==> config.mk <==
export PLATFORM = sky130hd
export DESIGN_NAME = lcsm_top
export DESIGN_NICKNAME = d
export VERILOG_FILES = /design/src/inc/lcsm_pkg.sv /design/src/verilog/lcsm_top.sv
export SDC_FILE = /design/constraint.sdc
export NUM_CORES = 1
export LEC_CHECK = 0
export BUFFER_PORTS_ARGS = -buffer_cell sky130_fd_sc_hd__buf_2
export CORE_MARGIN = 2
export CORE_UTILIZATION = 55
export DETAILED_ROUTE_END_ITERATION = 10
export PLACE_DENSITY = 0.82
export SLEW_MARGIN = 20
export SYNTH_ARGS = -nofsm -noshare
export SYNTH_HDL_FRONTEND = slang
export SYNTH_SLANG_ARGS = --single-unit
export TNS_END_PERCENT = 5
==> constraint.sdc <==
create_clock -name CLK_I -period 3.1 [get_ports CLK_I]
set_input_delay 0.155 -clock CLK_I [delete_from_list [all_inputs] [get_ports CLK_I]]
set_output_delay 0.155 -clock CLK_I [all_outputs]
set_load 0.02 [all_outputs]
==> src/inc/lcsm_pkg.sv <==
// What this block does
// - Reset leaves state idle, no communication.
// - Start trigger moves idle to active when bus is powered.
// - Stop returns active or inactive to idle.
// - Headers seen keep the state active.
// - Four silent seconds make the state inactive.
// - Break or header returns inactive to active.
// - Inactive never puts the device asleep.
// - Sleep flag set by host, cleared on wake.
// - Received break also clears the sleep flag.
// - Ready flag follows bus power.
// - Hold coded result of last frame attempt.
// - Capture received and expected values on readback or checksum error.
// - Record frame identifier of last error other than unknown id.
// - Fault code reads zero without fault flag.
// - Faults latch independent of host requests.
// - Report running schedule index as master.
// - Error codes: none zero up to checksum six.
// - Error other than unknown id without identifier records identifier 64.
`default_nettype none

package lcsm_pkg;

   // ==========================================================
   // Timing
   localparam int unsigned CLK_HZ          = 50_000_000;
   localparam int unsigned INACT_TIME_S    = 4;
   localparam longint unsigned INACT_CYCLES = longint'(INACT_TIME_S) * longint'(CLK_HZ);

   // ==========================================================
   // Encodings
   localparam logic [1:0] COMM_IDLE     = 2'h0;
   localparam logic [1:0] COMM_ACTIVE   = 2'h1;
   localparam logic [1:0] COMM_INACTIVE = 2'h2;

   localparam logic [2:0] ERR_NONE     = 3'h0;
   localparam logic [2:0] ERR_UNKN_ID  = 3'h1;
   localparam logic [2:0] ERR_FORM     = 3'h2;
   localparam logic [2:0] ERR_FRAMING  = 3'h3;
   localparam logic [2:0] ERR_READBACK = 3'h4;
   localparam logic [2:0] ERR_TIMEOUT  = 3'h5;
   localparam logic [2:0] ERR_CHECKSUM = 3'h6;

   localparam logic [6:0] ID_NONE  = 7'h40;
   localparam logic [6:0] ID_RESET = 7'h00;
   localparam logic [7:0] VAL_RESET = 8'h00;
   localparam logic [15:0] FAULT_NONE = 16'h0000;

   typedef enum {ST_IDLE, ST_ACTIVE, ST_INACTIVE} lcsm_state_t;

   // Error report from the frame engine, valid for one cycle on the strobe.
   typedef struct packed {
      logic       strobe;
      logic [2:0] code;
      logic       id_valid;
      logic [6:0] id;
      logic [7:0] received;
      logic [7:0] expected;
   } lcsm_err_t;

   // Captured error snapshot as seen by the host.
   typedef struct packed {
      logic [2:0] code;
      logic [6:0] id;
      logic [7:0] received;
      logic [7:0] expected;
   } lcsm_err_snap_t;

endpackage : lcsm_pkg

`default_nettype wire

==> src/verilog/lcsm_top.sv <==
`default_nettype none

module lcsm_top
   import lcsm_pkg::*;
#(
   parameter longint unsigned INACT_COUNT = INACT_CYCLES,
   parameter int unsigned     SCHED_W     = 8,
   parameter int unsigned     FAULT_W     = 16
) (
   // Clock and reset
   input  wire logic                 CLK_I,
   input  wire logic                 RST_I,
   // Host control, same clock domain
   input  wire logic                 START_I,
   input  wire logic                 STOP_I,
   input  wire logic                 SLEEP_REQ_I,
   input  wire logic                 WAKE_REQ_I,
   input  wire logic                 MASTER_I,
   input  wire logic [SCHED_W-1:0]   SCHED_IDX_I,
   // Frame engine events, same clock domain
   input  wire logic                 BREAK_SEEN_I,
   input  wire logic                 HEADER_SEEN_I,
   input  wire lcsm_err_t            ERR_I,
   input  wire logic                 FAULT_I,
   input  wire logic [FAULT_W-1:0]   FAULT_CODE_I,
   input  wire logic                 FAULT_CLR_I,
   // Transceiver pin, asynchronous
   input  wire logic                 BUS_PWR_I,
   // Status snapshot
   output logic [1:0]                COMM_STATE_O,
   output logic                      COMM_EN_O,
   output logic                      SLEEP_O,
   output logic                      XCVR_READY_O,
   output lcsm_err_snap_t            LAST_ERR_O,
   output logic                      FAULT_O,
   output logic [FAULT_W-1:0]        FAULT_CODE_O,
   output logic [SCHED_W-1:0]        SCHED_IDX_O
);

   // ==========================================================
   // Parameter checks
   // The idle counter is 32 bits wide and the fault constants are 16 bits, so larger values cannot be served.
   if (INACT_COUNT < 2 || INACT_COUNT > 64'h0000_0000_FFFF_FFFF) begin : g_bad_count
      $error("INACT_COUNT out of range");
   end
   if (SCHED_W < 1 || FAULT_W < 1 || FAULT_W > 16) begin : g_bad_width
      $error("width parameter out of range");
   end

   localparam logic [31:0] CNT_LAST = 32'(INACT_COUNT - 1);

   // ==========================================================
   // Bus power synchroniser
   logic pwr_meta_q;
   logic pwr_sync_q;

   always_ff @(posedge CLK_I) begin
      if (RST_I) begin
         pwr_meta_q <= 1'b0;
         pwr_sync_q <= 1'b0;
      end else begin
         pwr_meta_q <= BUS_PWR_I;
         pwr_sync_q <= pwr_meta_q;
      end
   end

   // ==========================================================
   // Communication state
   lcsm_state_t state_q;
   lcsm_state_t state_d;
   logic [31:0] idle_cnt_q;
   logic [31:0] idle_cnt_d;
   wire         activity = BREAK_SEEN_I | HEADER_SEEN_I;
   // A start without bus power is refused; the host should wait for ready.
   wire         start_ok = START_I & pwr_sync_q;
   wire         timed_out = (idle_cnt_q == CNT_LAST);

   always_comb begin
      state_d = state_q;
      case (state_q)
         ST_IDLE: begin
            if (start_ok && !STOP_I)
               state_d = ST_ACTIVE;
         end
         ST_ACTIVE: begin
            if (STOP_I)
               state_d = ST_IDLE;
            else if (!activity && timed_out)
               state_d = ST_INACTIVE;
            else
               state_d = ST_ACTIVE;
         end
         ST_INACTIVE: begin
            if (STOP_I)
               state_d = ST_IDLE;
            else if (activity)
               state_d = ST_ACTIVE;
         end
         default: state_d = ST_IDLE;
      endcase
   end

   // The counter only runs while active, so it saturates at the timeout point.
   always_comb begin
      if (state_q != ST_ACTIVE || activity)
         idle_cnt_d = '0;
      else if (timed_out)
         idle_cnt_d = idle_cnt_q;
      else
         idle_cnt_d = idle_cnt_q + 32'h0000_0001;
   end

   always_ff @(posedge CLK_I) begin
      if (RST_I) begin
         state_q    <= ST_IDLE;
         idle_cnt_q <= '0;
      end else begin
         state_q    <= state_d;
         idle_cnt_q <= idle_cnt_d;
      end
   end

   // ==========================================================
   // Sleep flag
   logic sleep_q;

   // Wake wins over a request for sleep in the same cycle.
   always_ff @(posedge CLK_I) begin
      if (RST_I)
         sleep_q <= 1'b0;
      else if (WAKE_REQ_I || BREAK_SEEN_I)
         sleep_q <= 1'b0;
      else if (SLEEP_REQ_I)
         sleep_q <= 1'b1;
   end

   // ==========================================================
   // Last error capture
   lcsm_err_snap_t err_q;
   lcsm_err_snap_t err_d;
   wire            carries_vals = (ERR_I.code == ERR_READBACK) || (ERR_I.code == ERR_CHECKSUM);
   wire            carries_id   = (ERR_I.code != ERR_NONE) && (ERR_I.code != ERR_UNKN_ID);

   always_comb begin
      err_d.code     = ERR_I.code;
      err_d.received = carries_vals ? ERR_I.received : VAL_RESET;
      err_d.expected = carries_vals ? ERR_I.expected : VAL_RESET;
      if (!carries_id)
         err_d.id = ID_RESET;
      else if (ERR_I.id_valid)
         err_d.id = ERR_I.id;
      else
         err_d.id = ID_NONE;
   end

   always_ff @(posedge CLK_I) begin
      if (RST_I)
         err_q <= '{code: ERR_NONE, id: ID_RESET, received: VAL_RESET, expected: VAL_RESET};
      else if (ERR_I.strobe)
         err_q <= err_d;
   end

   // ==========================================================
   // Fault latch
   logic               fault_q;
   logic [FAULT_W-1:0] fault_code_q;

   // A new fault beats a clear in the same cycle; the first code is kept.
   always_ff @(posedge CLK_I) begin
      if (RST_I) begin
         fault_q      <= 1'b0;
         fault_code_q <= FAULT_NONE[FAULT_W-1:0];
      end else if (FAULT_I && !fault_q) begin
         fault_q      <= 1'b1;
         fault_code_q <= FAULT_CODE_I;
      end else if (FAULT_CLR_I && !FAULT_I) begin
         fault_q      <= 1'b0;
         fault_code_q <= FAULT_NONE[FAULT_W-1:0];
      end
   end

   // ==========================================================
   // Schedule index
   logic [SCHED_W-1:0] sched_q;

   // Index is only tracked as master; a slave-only host must ignore it.
   always_ff @(posedge CLK_I) begin
      if (RST_I)
         sched_q <= '0;
      else if (MASTER_I)
         sched_q <= SCHED_IDX_I;
   end

   // ==========================================================
   // Outputs
   wire [1:0] state_code = (state_q == ST_ACTIVE)   ? COMM_ACTIVE :
                           (state_q == ST_INACTIVE) ? COMM_INACTIVE : COMM_IDLE;

   assign COMM_STATE_O = state_code;
   assign COMM_EN_O    = (state_q != ST_IDLE);
   assign SLEEP_O      = sleep_q;
   assign XCVR_READY_O = pwr_sync_q;
   assign LAST_ERR_O   = err_q;
   assign FAULT_O      = fault_q;
   assign FAULT_CODE_O = fault_q ? fault_code_q : FAULT_NONE[FAULT_W-1:0];
   assign SCHED_IDX_O  = sched_q;

endmodule : lcsm_top

`default_nettype wire

==> results of run 1 <==
## final cells by class
class	instances	area (sq um)	area share
multi-input combinational	327	1970	0.416
sequential	88	1760	0.371
timing repair buffer	126	658	0.139
clock buffer	10	128	0.0269
tap	96	120	0.0253
clock inverter	5	81.3	0.0171
inverter	6	22.5	0.00475
## sequential cells by signal, summed over array words and instances (netlist names)
| register | cells |
|---|---|
| SCHED_IDX_O | 8 |
| pwr_meta_q | 1 |
| LAST_ERR_O | 26 |
| FAULT_O | 1 |
| idle_cnt_q | 32 |
| SLEEP_O | 1 |
| state_q | 2 |
| fault_code_q | 16 |
| XCVR_READY_O | 1 |
## cell families (layout without fill, tap and decap cells)
family	after synthesis	in the layout	share of synthesized area
AND/OR/NAND/NOR	207	207	0.299
AO/OA/AOI/OAI	105	105	0.171
flip-flops	88	88	0.453
buffers and inverters	37	147	0.0389
multiplexers	11	11	0.0283
XOR/XNOR	3	3	0.00676
adder cells (fa/ha/maj)	1	1	0.00322
## worst min-delay path by stage
| stage | end | cells past startpoint | slack (ps) | startpoint |
|---|---|---|---|---|
| after CTS | LAST_ERR_O[7]$_SDFFE_PP0P_ | 3 | 10 | ERR_I[7] |
| after global placement | SLEEP_O$_SDFFE_PP0P_ | 2 | 320 | WAKE_REQ_I |
| after detailed placement | SLEEP_O$_SDFFE_PP0P_ | 2 | 330 | WAKE_REQ_I |
| final | LAST_ERR_O[20]$_SDFFE_PP0P_ | 3 | 20 | ERR_I[20] |
| after floorplan | SLEEP_O$_SDFFE_PP0P_ | 1 | 230 | BREAK_SEEN_I |
| after global routing | LAST_ERR_O[8]$_SDFFE_PP0P_ | 3 | 20 | ERR_I[8] |
## worst max-delay path: cells and delay by family (launching register included)
family          cells  cell delay (ps)
fa+ha+maj           1              320
simple gates        3             1470
flops               1              380
compound gates      1              120
## cells in the final DEF (no fill, tap or decap), drive strengths merged, types with 7 or more instances in the layout
| cell | instances |
|---|---|
| nor2 | 56 |
| a22oi | 16 |
| clkbuf | 10 |
| mux2i | 11 |
| or3 | 8 |
| dfxtp | 88 |
| nor2b | 27 |
| inv | 7 |
| and3 | 8 |
| nand2 | 11 |
| nand4 | 13 |
| or4 | 16 |
| o21ai | 7 |
| and2 | 19 |
| buf | 122 |
| a21oi | 45 |
| o31ai | 14 |
| nand3 | 17 |
| nor4 | 7 |
## stage by stage
step / setup WS, ps / hold slack, ps / cells
final: 739 / 19.1 / 658
after global routing: 606 / 16.3 / 658
after CTS: 777 / 12.8 / 658
after detailed placement: 817 / 333 / 639
after global placement: 905 / 318 / 639
after floorplan: 1210 / 231 / 452
## where the power goes
part           switching (mW)  internal (mW)  leakage [nW]
clock network           0.396          0.451         0.103
logic                   0.107         0.0825          1.13
registers              0.0171           1.16         0.716
## routing by layer
| layer | part of all wire | global-route usage | wire length [um] | up-vias |
|---|---|---|---|---|
| li1 | - | - | - | 1861 |
| met1 | 0.42 | 0.311 | 4170 | 1781 |
| met2 | 0.49 | 0.424 | 4850 | 133 |
| met3 | 0.071 | 0.0735 | 708 | 20 |
| met4 | 0.020 | 0.0978 | 202 | 0 |
| met5 | 0 | 0 | 0 | - |
==> out/metrics.csv, run 1 <==
metric;value;unit
seq_area_frac_synth;0.453;
crit_type;register to register;
r2r_start;idle_cnt_q[0]$_SDFFE_PP0P_;
cp_max_fo;25;
setup_tns;0;ps
slew_violations;0;
critPathArrivalTime;2640;ps
synthCells;452;
antennaDiodeCount;0;
final_area;4750;sq um
yosysTopAreaCellShare;0.453;
grt_pass1_wl;15700;um
cp.required;3380;ps
dr_total_vias;3795;
synth_most_common_cell;dfxtp_1;
crit_chain;ha_1 -> and4_1 -> nand2_1 -> or4_1 -> o211ai_1;
initial_core_util;0.569;
rsz0062_at_grt;false;
core;6830;sq um
grt_pass1_vias;3523;
reg2reg_setup_slack;740;ps
nFillCells;580;
cts_inserted_buffers;9;
p_total;2.21;mW
area_growth;22.1;%
layout-drive-gt1-share;0.251;
cts_max_level;3;
ys_top_cells_by_area;dfxtp_1 (45%), a21oi_1 (5.8%), nor2_1 (5.4%);
clock_path_buffers;2;
cp-end-kind;register;
fmax;0.424;GHz
cp_slowest_cell;or4_1;
worstSkewPairLatency;350;ps
grt_start_max_net_pins;62;
place.gp.congestion;0.874;
p_per_area;466;nW/um^2
worstMarginPinSlew;1060;ps
post_cts_buffers;0;
finalClockSkew;8.31;ps
io_buffers;119;
grt.total_usage;0.254;
die_x;88.1;um
p_leak;1.95;nW
max_slew_margin;0.292;
synth_edf_count;0;
worstReg2RegEnd;idle_cnt_q[2]$_SDFFE_PP0P_;
antenna_found_initial;0;
syn_avg_cell_area;8.60;sq um
period_needed;2360;ps
die_y;88.1;um
ys_ff_latch;88;
cts_tree;built;
postRouteAntennaNets;0;
die-area;7760;sq um
grt_overflow;0;
synth_top_flop_cell;dfxtp_1;
syn_area;3890;sq um
status;complete, no violations;
drt-total-wl;9930;um
drt-pass1-iter-count;4;
io_pins;120;
synth_warnings;0;
synth-async-reset-ratio;0;
post_drt_wl_per_cell;15.1;um
ys_types;46;
drc;0;
yosys-top-cells-count;dfxtp_1 (88), nor2_1 (56), a21oi_1 (45), nor2b_1 (27), clkbuf_1 (21);
first_iter_violations;271;
crit_start;idle_cnt_q[0]$_SDFFE_PP0P_;
vdd.ir_drop.worst;0.000309;V
critPathCapture;idle_cnt_q[2]$_SDFFE_PP0P_;
finalSetupViolCount;0;
fin_crit_sh;0.762;
critPathLaunchType;register;
holdBufCountCts;4;
clkTransAtPathRegs;90;ps
dpl.hpwl;6980;um
clock-sinks;88;
hold_viol;0;
worstHoldPathType;input port to register;
cts_resized;0;
critPathMaxStageDelay;760;ps
ctsRootBufferMaster;clkbuf_8;
row_count;30;
maxCapViolations;0;
syn-num-nets;517;
yosys.area.top_type;dfxtp_1;
utilization;0.695;
nets;623;
rr_worst_depth;5;
vias_per_cell;5.77;
placed_area;4500;sq um
Note: power is estimated with default switching activity, not from simulation.
==> inputs of run 2 (changes only) <==
--- a/config.mk
+++ b/config.mk
@@ -7,9 +7,9 @@
 export LEC_CHECK = 0
 export BUFFER_PORTS_ARGS = -buffer_cell sky130_fd_sc_hd__buf_2
 export CORE_MARGIN = 2
-export CORE_UTILIZATION = 55
+export CORE_UTILIZATION = 46
 export DETAILED_ROUTE_END_ITERATION = 10
-export PLACE_DENSITY = 0.82
+export PLACE_DENSITY = 0.73
 export SLEW_MARGIN = 20
 export SYNTH_ARGS = -nofsm -noshare
 export SYNTH_HDL_FRONTEND = slang
==> constraint.sdc (replaced) <==
create_clock -name CLK_I -period 2 [get_ports CLK_I]
set_input_delay 0.1 -clock CLK_I [delete_from_list [all_inputs] [get_ports CLK_I]]
set_output_delay 0.1 -clock CLK_I [all_outputs]
set_load 0.02 [all_outputs]
==> out/metrics.csv, run 2 (synthesis results as in run 1) <==
metric;value;unit
cp_max_fo;8;
p_leak;2.30;nW
finalSetupViolCount;0;
io_buffers;119;
row_count;33;
dr_wl_met2;5420;um
worstHoldPathType;input port to register;
nets;698;
cts_inserted_buffers;9;
vdd.ir_drop.worst;0.000412;V
layout-drive-gt1-share;0.282;
drt-total-wl;11100;um
drc;0;
cp-end-kind;register;
grt_pass1_wl;18300;um
period_needed;1880;ps
grt_pass1_vias;4027;
met3_length;677;um
cts_tree;built;
post_drt_wl_per_cell;14.9;um
die-area;9200;sq um
ctsRootBufferMaster;clkbuf_8;
dr_total_vias;4153;
cts_max_level;3;
largest_reg_flops;32;
status;complete, no violations;
dpl.hpwl;7220;um
p_per_area;625;nW/um^2
regMostFlops;idle_cnt_q;
final_cell_mix;buf_2 (119), dfxtp_1 (87), nor2_1 (56), dlygate4sd3_1 (49), a21oi_1 (44);
critPathArrivalTime;2180;ps
drt-met1-wl;4690;um
maxCapViolations;0;
critPathMaxStageDelay;560;ps
top_layer;met4;
grt_start_max_net_pins;55;
place.gp.congestion;0.890;
finalClockSkew;8.53;ps
area_growth;40.1;%
max_slew_margin;0.495;
first_iter_violations;285;
postRouteAntennaNets;0;
clock_path_buffers;2;
nFillCells;628;
crit_type;register to register;
clkTransAtPathRegs;90;ps
hold_viol;0;
clock-sinks;88;
worstSkewPairLatency;360;ps
slew_violations;0;
die_x;95.9;um
antennaDiodeCount;0;
crit_chain;nand4_1 -> or4_4 -> or4_1 -> a21oi_1;
critPathLaunchType;register;
initial_core_util;0.473;
rsz0062_at_grt;false;
die_y;95.9;um
reg2reg_setup_slack;120;ps
final_common_cell;buf_2;
cp_slowest_cell;or4_4;
fmax;0.532;GHz
grt.total_usage;0.252;
vias_per_cell;5.59;
setup_tns;0;ps
p_total;3.41;mW
core;8220;sq um
antenna_found_initial;0;
grt_overflow;0;
post_cts_buffers;0;
cp.required;2300;ps
io_pins;120;
fin_crit_sh;0.940;
drt-pass1-iter-count;5;
worstMarginPinSlew;758;ps
run 2: layout make-up:
cell class,count,area (sq um),area share
multi-input cells,327,2000,0.367
flip-flops and latches,88,1760,0.324
repair buffers,201,1350,0.247
clock buffers,10,138,0.0253
well taps,105,131,0.0241
clock inverters,6,50.0,0.00919
inverters,6,22.5,0.00413
run 2: final timing paths:
kind,startpoint,to,depth (start not counted)
setup / recovery,idle_cnt_q[19]$_SDFFE_PP0P_,idle_cnt_q[31]$_SDFFE_PP0P_,4
hold / removal,FAULT_CODE_I[7],fault_code_q[7]$_SDFFE_PP0P_,3
setup reg to reg,idle_cnt_q[19]$_SDFFE_PP0P_,idle_cnt_q[31]$_SDFFE_PP0P_,4
hold reg to reg,pwr_meta_q$_SDFF_PP0_,XCVR_READY_O$_SDFF_PP0_,1
run 2: repair_timing:
action | in CTS | in global routing
resized for setup | 0 | 6
hold buffers | 49 | 0
setup endpoints to repair | 0 | 14
endpoints found under the hold margin | 48 | 0
run 2: metrics by stage:
| stage | hold slack, ps | cell area (sq um) | setup slack, ps | instances | utilization |
|---|---|---|---|---|---|
| 2_1_floorplan | 176 | 3890 | 113 | 452 | - |
| 3_3_place_gp | 265 | 4750 | 102 | 678 | 0.578 |
| 3_5_place_dp | 270 | 4750 | 48.8 | 678 | 0.578 |
| 4_1_cts | 0.761 | 5430 | 37.3 | 743 | 0.661 |
| 5_1_grt | 1.76 | 5450 | 3.15 | 743 | 0.663 |
| 6_report | 6.14 | 5450 | 120 | 743 | 0.663 |
run 2: critical path, delay by kind of cell (launching register included):
kind               cells  cell delay (ps)
and+or+nand+nor        3             1240
DFF                    1              430
AOI/OAI and AO/OA      1              150
run 2: power by group:
| part | switching, mW | internal [mW] | leakage [nW] |
|---|---|---|---|
| clock | 0.697 | 0.503 | 0.0952 |
| sequential | 0.0232 | 1.80 | 0.716 |
| combinational | 0.195 | 0.188 | 1.49 |
| total | 0.915 | 2.49 | 2.30 |
run 2: routing by layer:
layer,GRT usage,up-vias
li1,-,2013
met1,0.324,1965
met2,0.402,146
met3,0.0532,29
met4,0.120,0
met5,0,-
==> inputs of run 3 (changes only) <==
--- a/config.mk
+++ b/config.mk
@@ -6,10 +6,9 @@
 export NUM_CORES = 1
 export LEC_CHECK = 0
 export BUFFER_PORTS_ARGS = -buffer_cell sky130_fd_sc_hd__buf_2
-export CORE_MARGIN = 2
-export CORE_UTILIZATION = 46
+export CORE_UTILIZATION = 25
 export DETAILED_ROUTE_END_ITERATION = 10
-export PLACE_DENSITY = 0.73
+export PLACE_DENSITY = 0.43
 export SLEW_MARGIN = 20
 export SYNTH_ARGS = -nofsm -noshare
 export SYNTH_HDL_FRONTEND = slang
==> out/metrics.csv, run 3 (synthesis results as in run 1) <==
metric;value;unit
status;complete, no violations;
first_iter_violations;123;
nets;691;
period_needed;1900;ps
grt.busiest_layer;met2;
vias_per_cell;4.85;
p_leak;2.30;nW
die_y;127;um
critPathLaunchType;register;
core;15200;sq um
worstReg2RegEnd;idle_cnt_q[31]$_SDFFE_PP0P_;
initial_core_util;0.256;
drt-pass1-iter-count;5;
finalClockSkew;3.93;ps
critPathMaxStageDelay;570;ps
crit_chain;nand4_1 -> or4_4 -> or4_1 -> a21oi_1;
antennaDiodeCount;0;
crit_start;idle_cnt_q[19]$_SDFFE_PP0P_;
cp_max_fo;10;
worstSkewPairLatency;340;ps
dr_total_vias;3970;
cp.required;2270;ps
rr_worst_depth;4;
crit_type;register to register;
die-area;16100;sq um
hold_ws;8.15;ps
rsz0062_at_grt;true;
vdd.ir_drop.worst;0.000311;V
antenna_found_initial;0;
min_delay_path_depth;3;
finalSetupViolCount;0;
grt_pass1_vias;3750;
critPathCapture;idle_cnt_q[31]$_SDFFE_PP0P_;
fmax;0.526;GHz
cts_inserted_buffers;9;
postRouteAntennaNets;0;
place.gp.congestion;0.752;
max_slew_margin;0.590;
grt_start_max_net_pins;55;
clkTransAtPathRegs;60;ps
maxCapViolations;0;
io_buffers;119;
drc;0;
row_count;45;
final_cell_mix;buf_2 (119), dfxtp_1 (88), nor2_1 (56), a21oi_1 (45), dlygate4sd3_1 (38);
reg2reg_setup_slack;100;ps
cts_max_level;3;
grt_use_met1;0.177;
post_drt_wl_per_cell;13.9;um
dpl.hpwl;7820;um
clock_path_buffers;2;
io_pins;120;
largest_reg_flops;32;
grt_use_met3;0.0447;
layout-drive-gt1-share;0.281;
worstMarginPinSlew;615;ps
p_per_area;682;nW/um^2
cp_slowest_cell;or4_4;
die_x;127;um
use_met2;0.226;
ctsRootBufferMaster;clkbuf_16;
setup_tns;0;ps
grt.total_usage;0.142;
r2r_start;idle_cnt_q[19]$_SDFFE_PP0P_;
final_common_cell;buf_2;
grt_overflow;0;
cts_tree;built;
slew_violations;0;
fin_crit_sh;0.951;
hold_viol;0;
worstHoldPathType;input port to register;
clock-sinks;88;
regMostFlops;idle_cnt_q;
area_growth;42.2;%
grt_pass1_wl;18200;um
drt-total-wl;11400;um
cp-end-kind;register;
nFillCells;1552;
critPathArrivalTime;2170;ps
-- run 3: timing repair --
action / CTS / global route
buffers inserted: 0 / 0
gates resized for setup: 0 / 2
setup endpoints to repair: 0 / 5
hold buffers: 38 / 0
endpoints found under the hold margin: 37 / 0
-- run 3: through the flow --
stage | power (mW) | worst slack [ps] | area, sq um | util | instances
3_5_place_dp | 2.16 | 26.2 | 4870 | 0.320 | 765
4_1_cts | 3.83 | 15.9 | 5520 | 0.363 | 818
6_report | 3.77 | 98.4 | 5530 | 0.364 | 818
2_1_floorplan | 2.02 | 113 | 3890 | - | 452
5_1_grt | 3.92 | -2.44 | 5530 | 0.364 | 818
3_3_place_gp | 2.16 | 45.9 | 4870 | 0.320 | 765
-- run 3: how the worst min path moves through the flow --
stage,start,to,slack [ps]
detailed placement,WAKE_REQ_I,SLEEP_O$_SDFFE_PP0P_,270
CTS,FAULT_CODE_I[0],fault_code_q[0]$_SDFFE_PP0P_,3
floorplan,BREAK_SEEN_I,SLEEP_O$_SDFFE_PP0P_,180
global route,FAULT_CODE_I[9],fault_code_q[9]$_SDFFE_PP0P_,30
global placement,WAKE_REQ_I,SLEEP_O$_SDFFE_PP0P_,270
finish,FAULT_CODE_I[0],fault_code_q[0]$_SDFFE_PP0P_,8
-- run 3: final cells by class --
| cell class | instances | area, sq um | share of cell area |
|---|---|---|---|
| Clock buffer | 12 | 256 | 0.0464 |
| Clock inverter | 3 | 17.5 | 0.00317 |
| Inverter | 6 | 22.5 | 0.00407 |
| Multi-Input combinational cell | 327 | 1980 | 0.358 |
| Sequential cell | 88 | 1760 | 0.319 |
| Tap cell | 188 | 235 | 0.0425 |
| Timing Repair Buffer | 194 | 1250 | 0.227 |
-- run 3: routing by layer --
metal,vias up,part of all wire
li1,1994,-
met1,1861,0.45
met2,103,0.46
met3,12,0.071
met4,0,0.015
met5,-,0
-- run 3: critical path: cells and delay by family (launching register included) --
family	cells	cell delay, ps
compound gates	1	150
flops	1	410
simple gates	3	1270
-- run 3: power by group --
group / switching [mW] / internal (mW) / total, mW
Sequential: 0.0220 / 1.80 / 1.82
Clock: 0.693 / 0.899 / 1.59
Combinational: 0.184 / 0.176 / 0.359
Total: 0.898 / 2.87 / 3.77
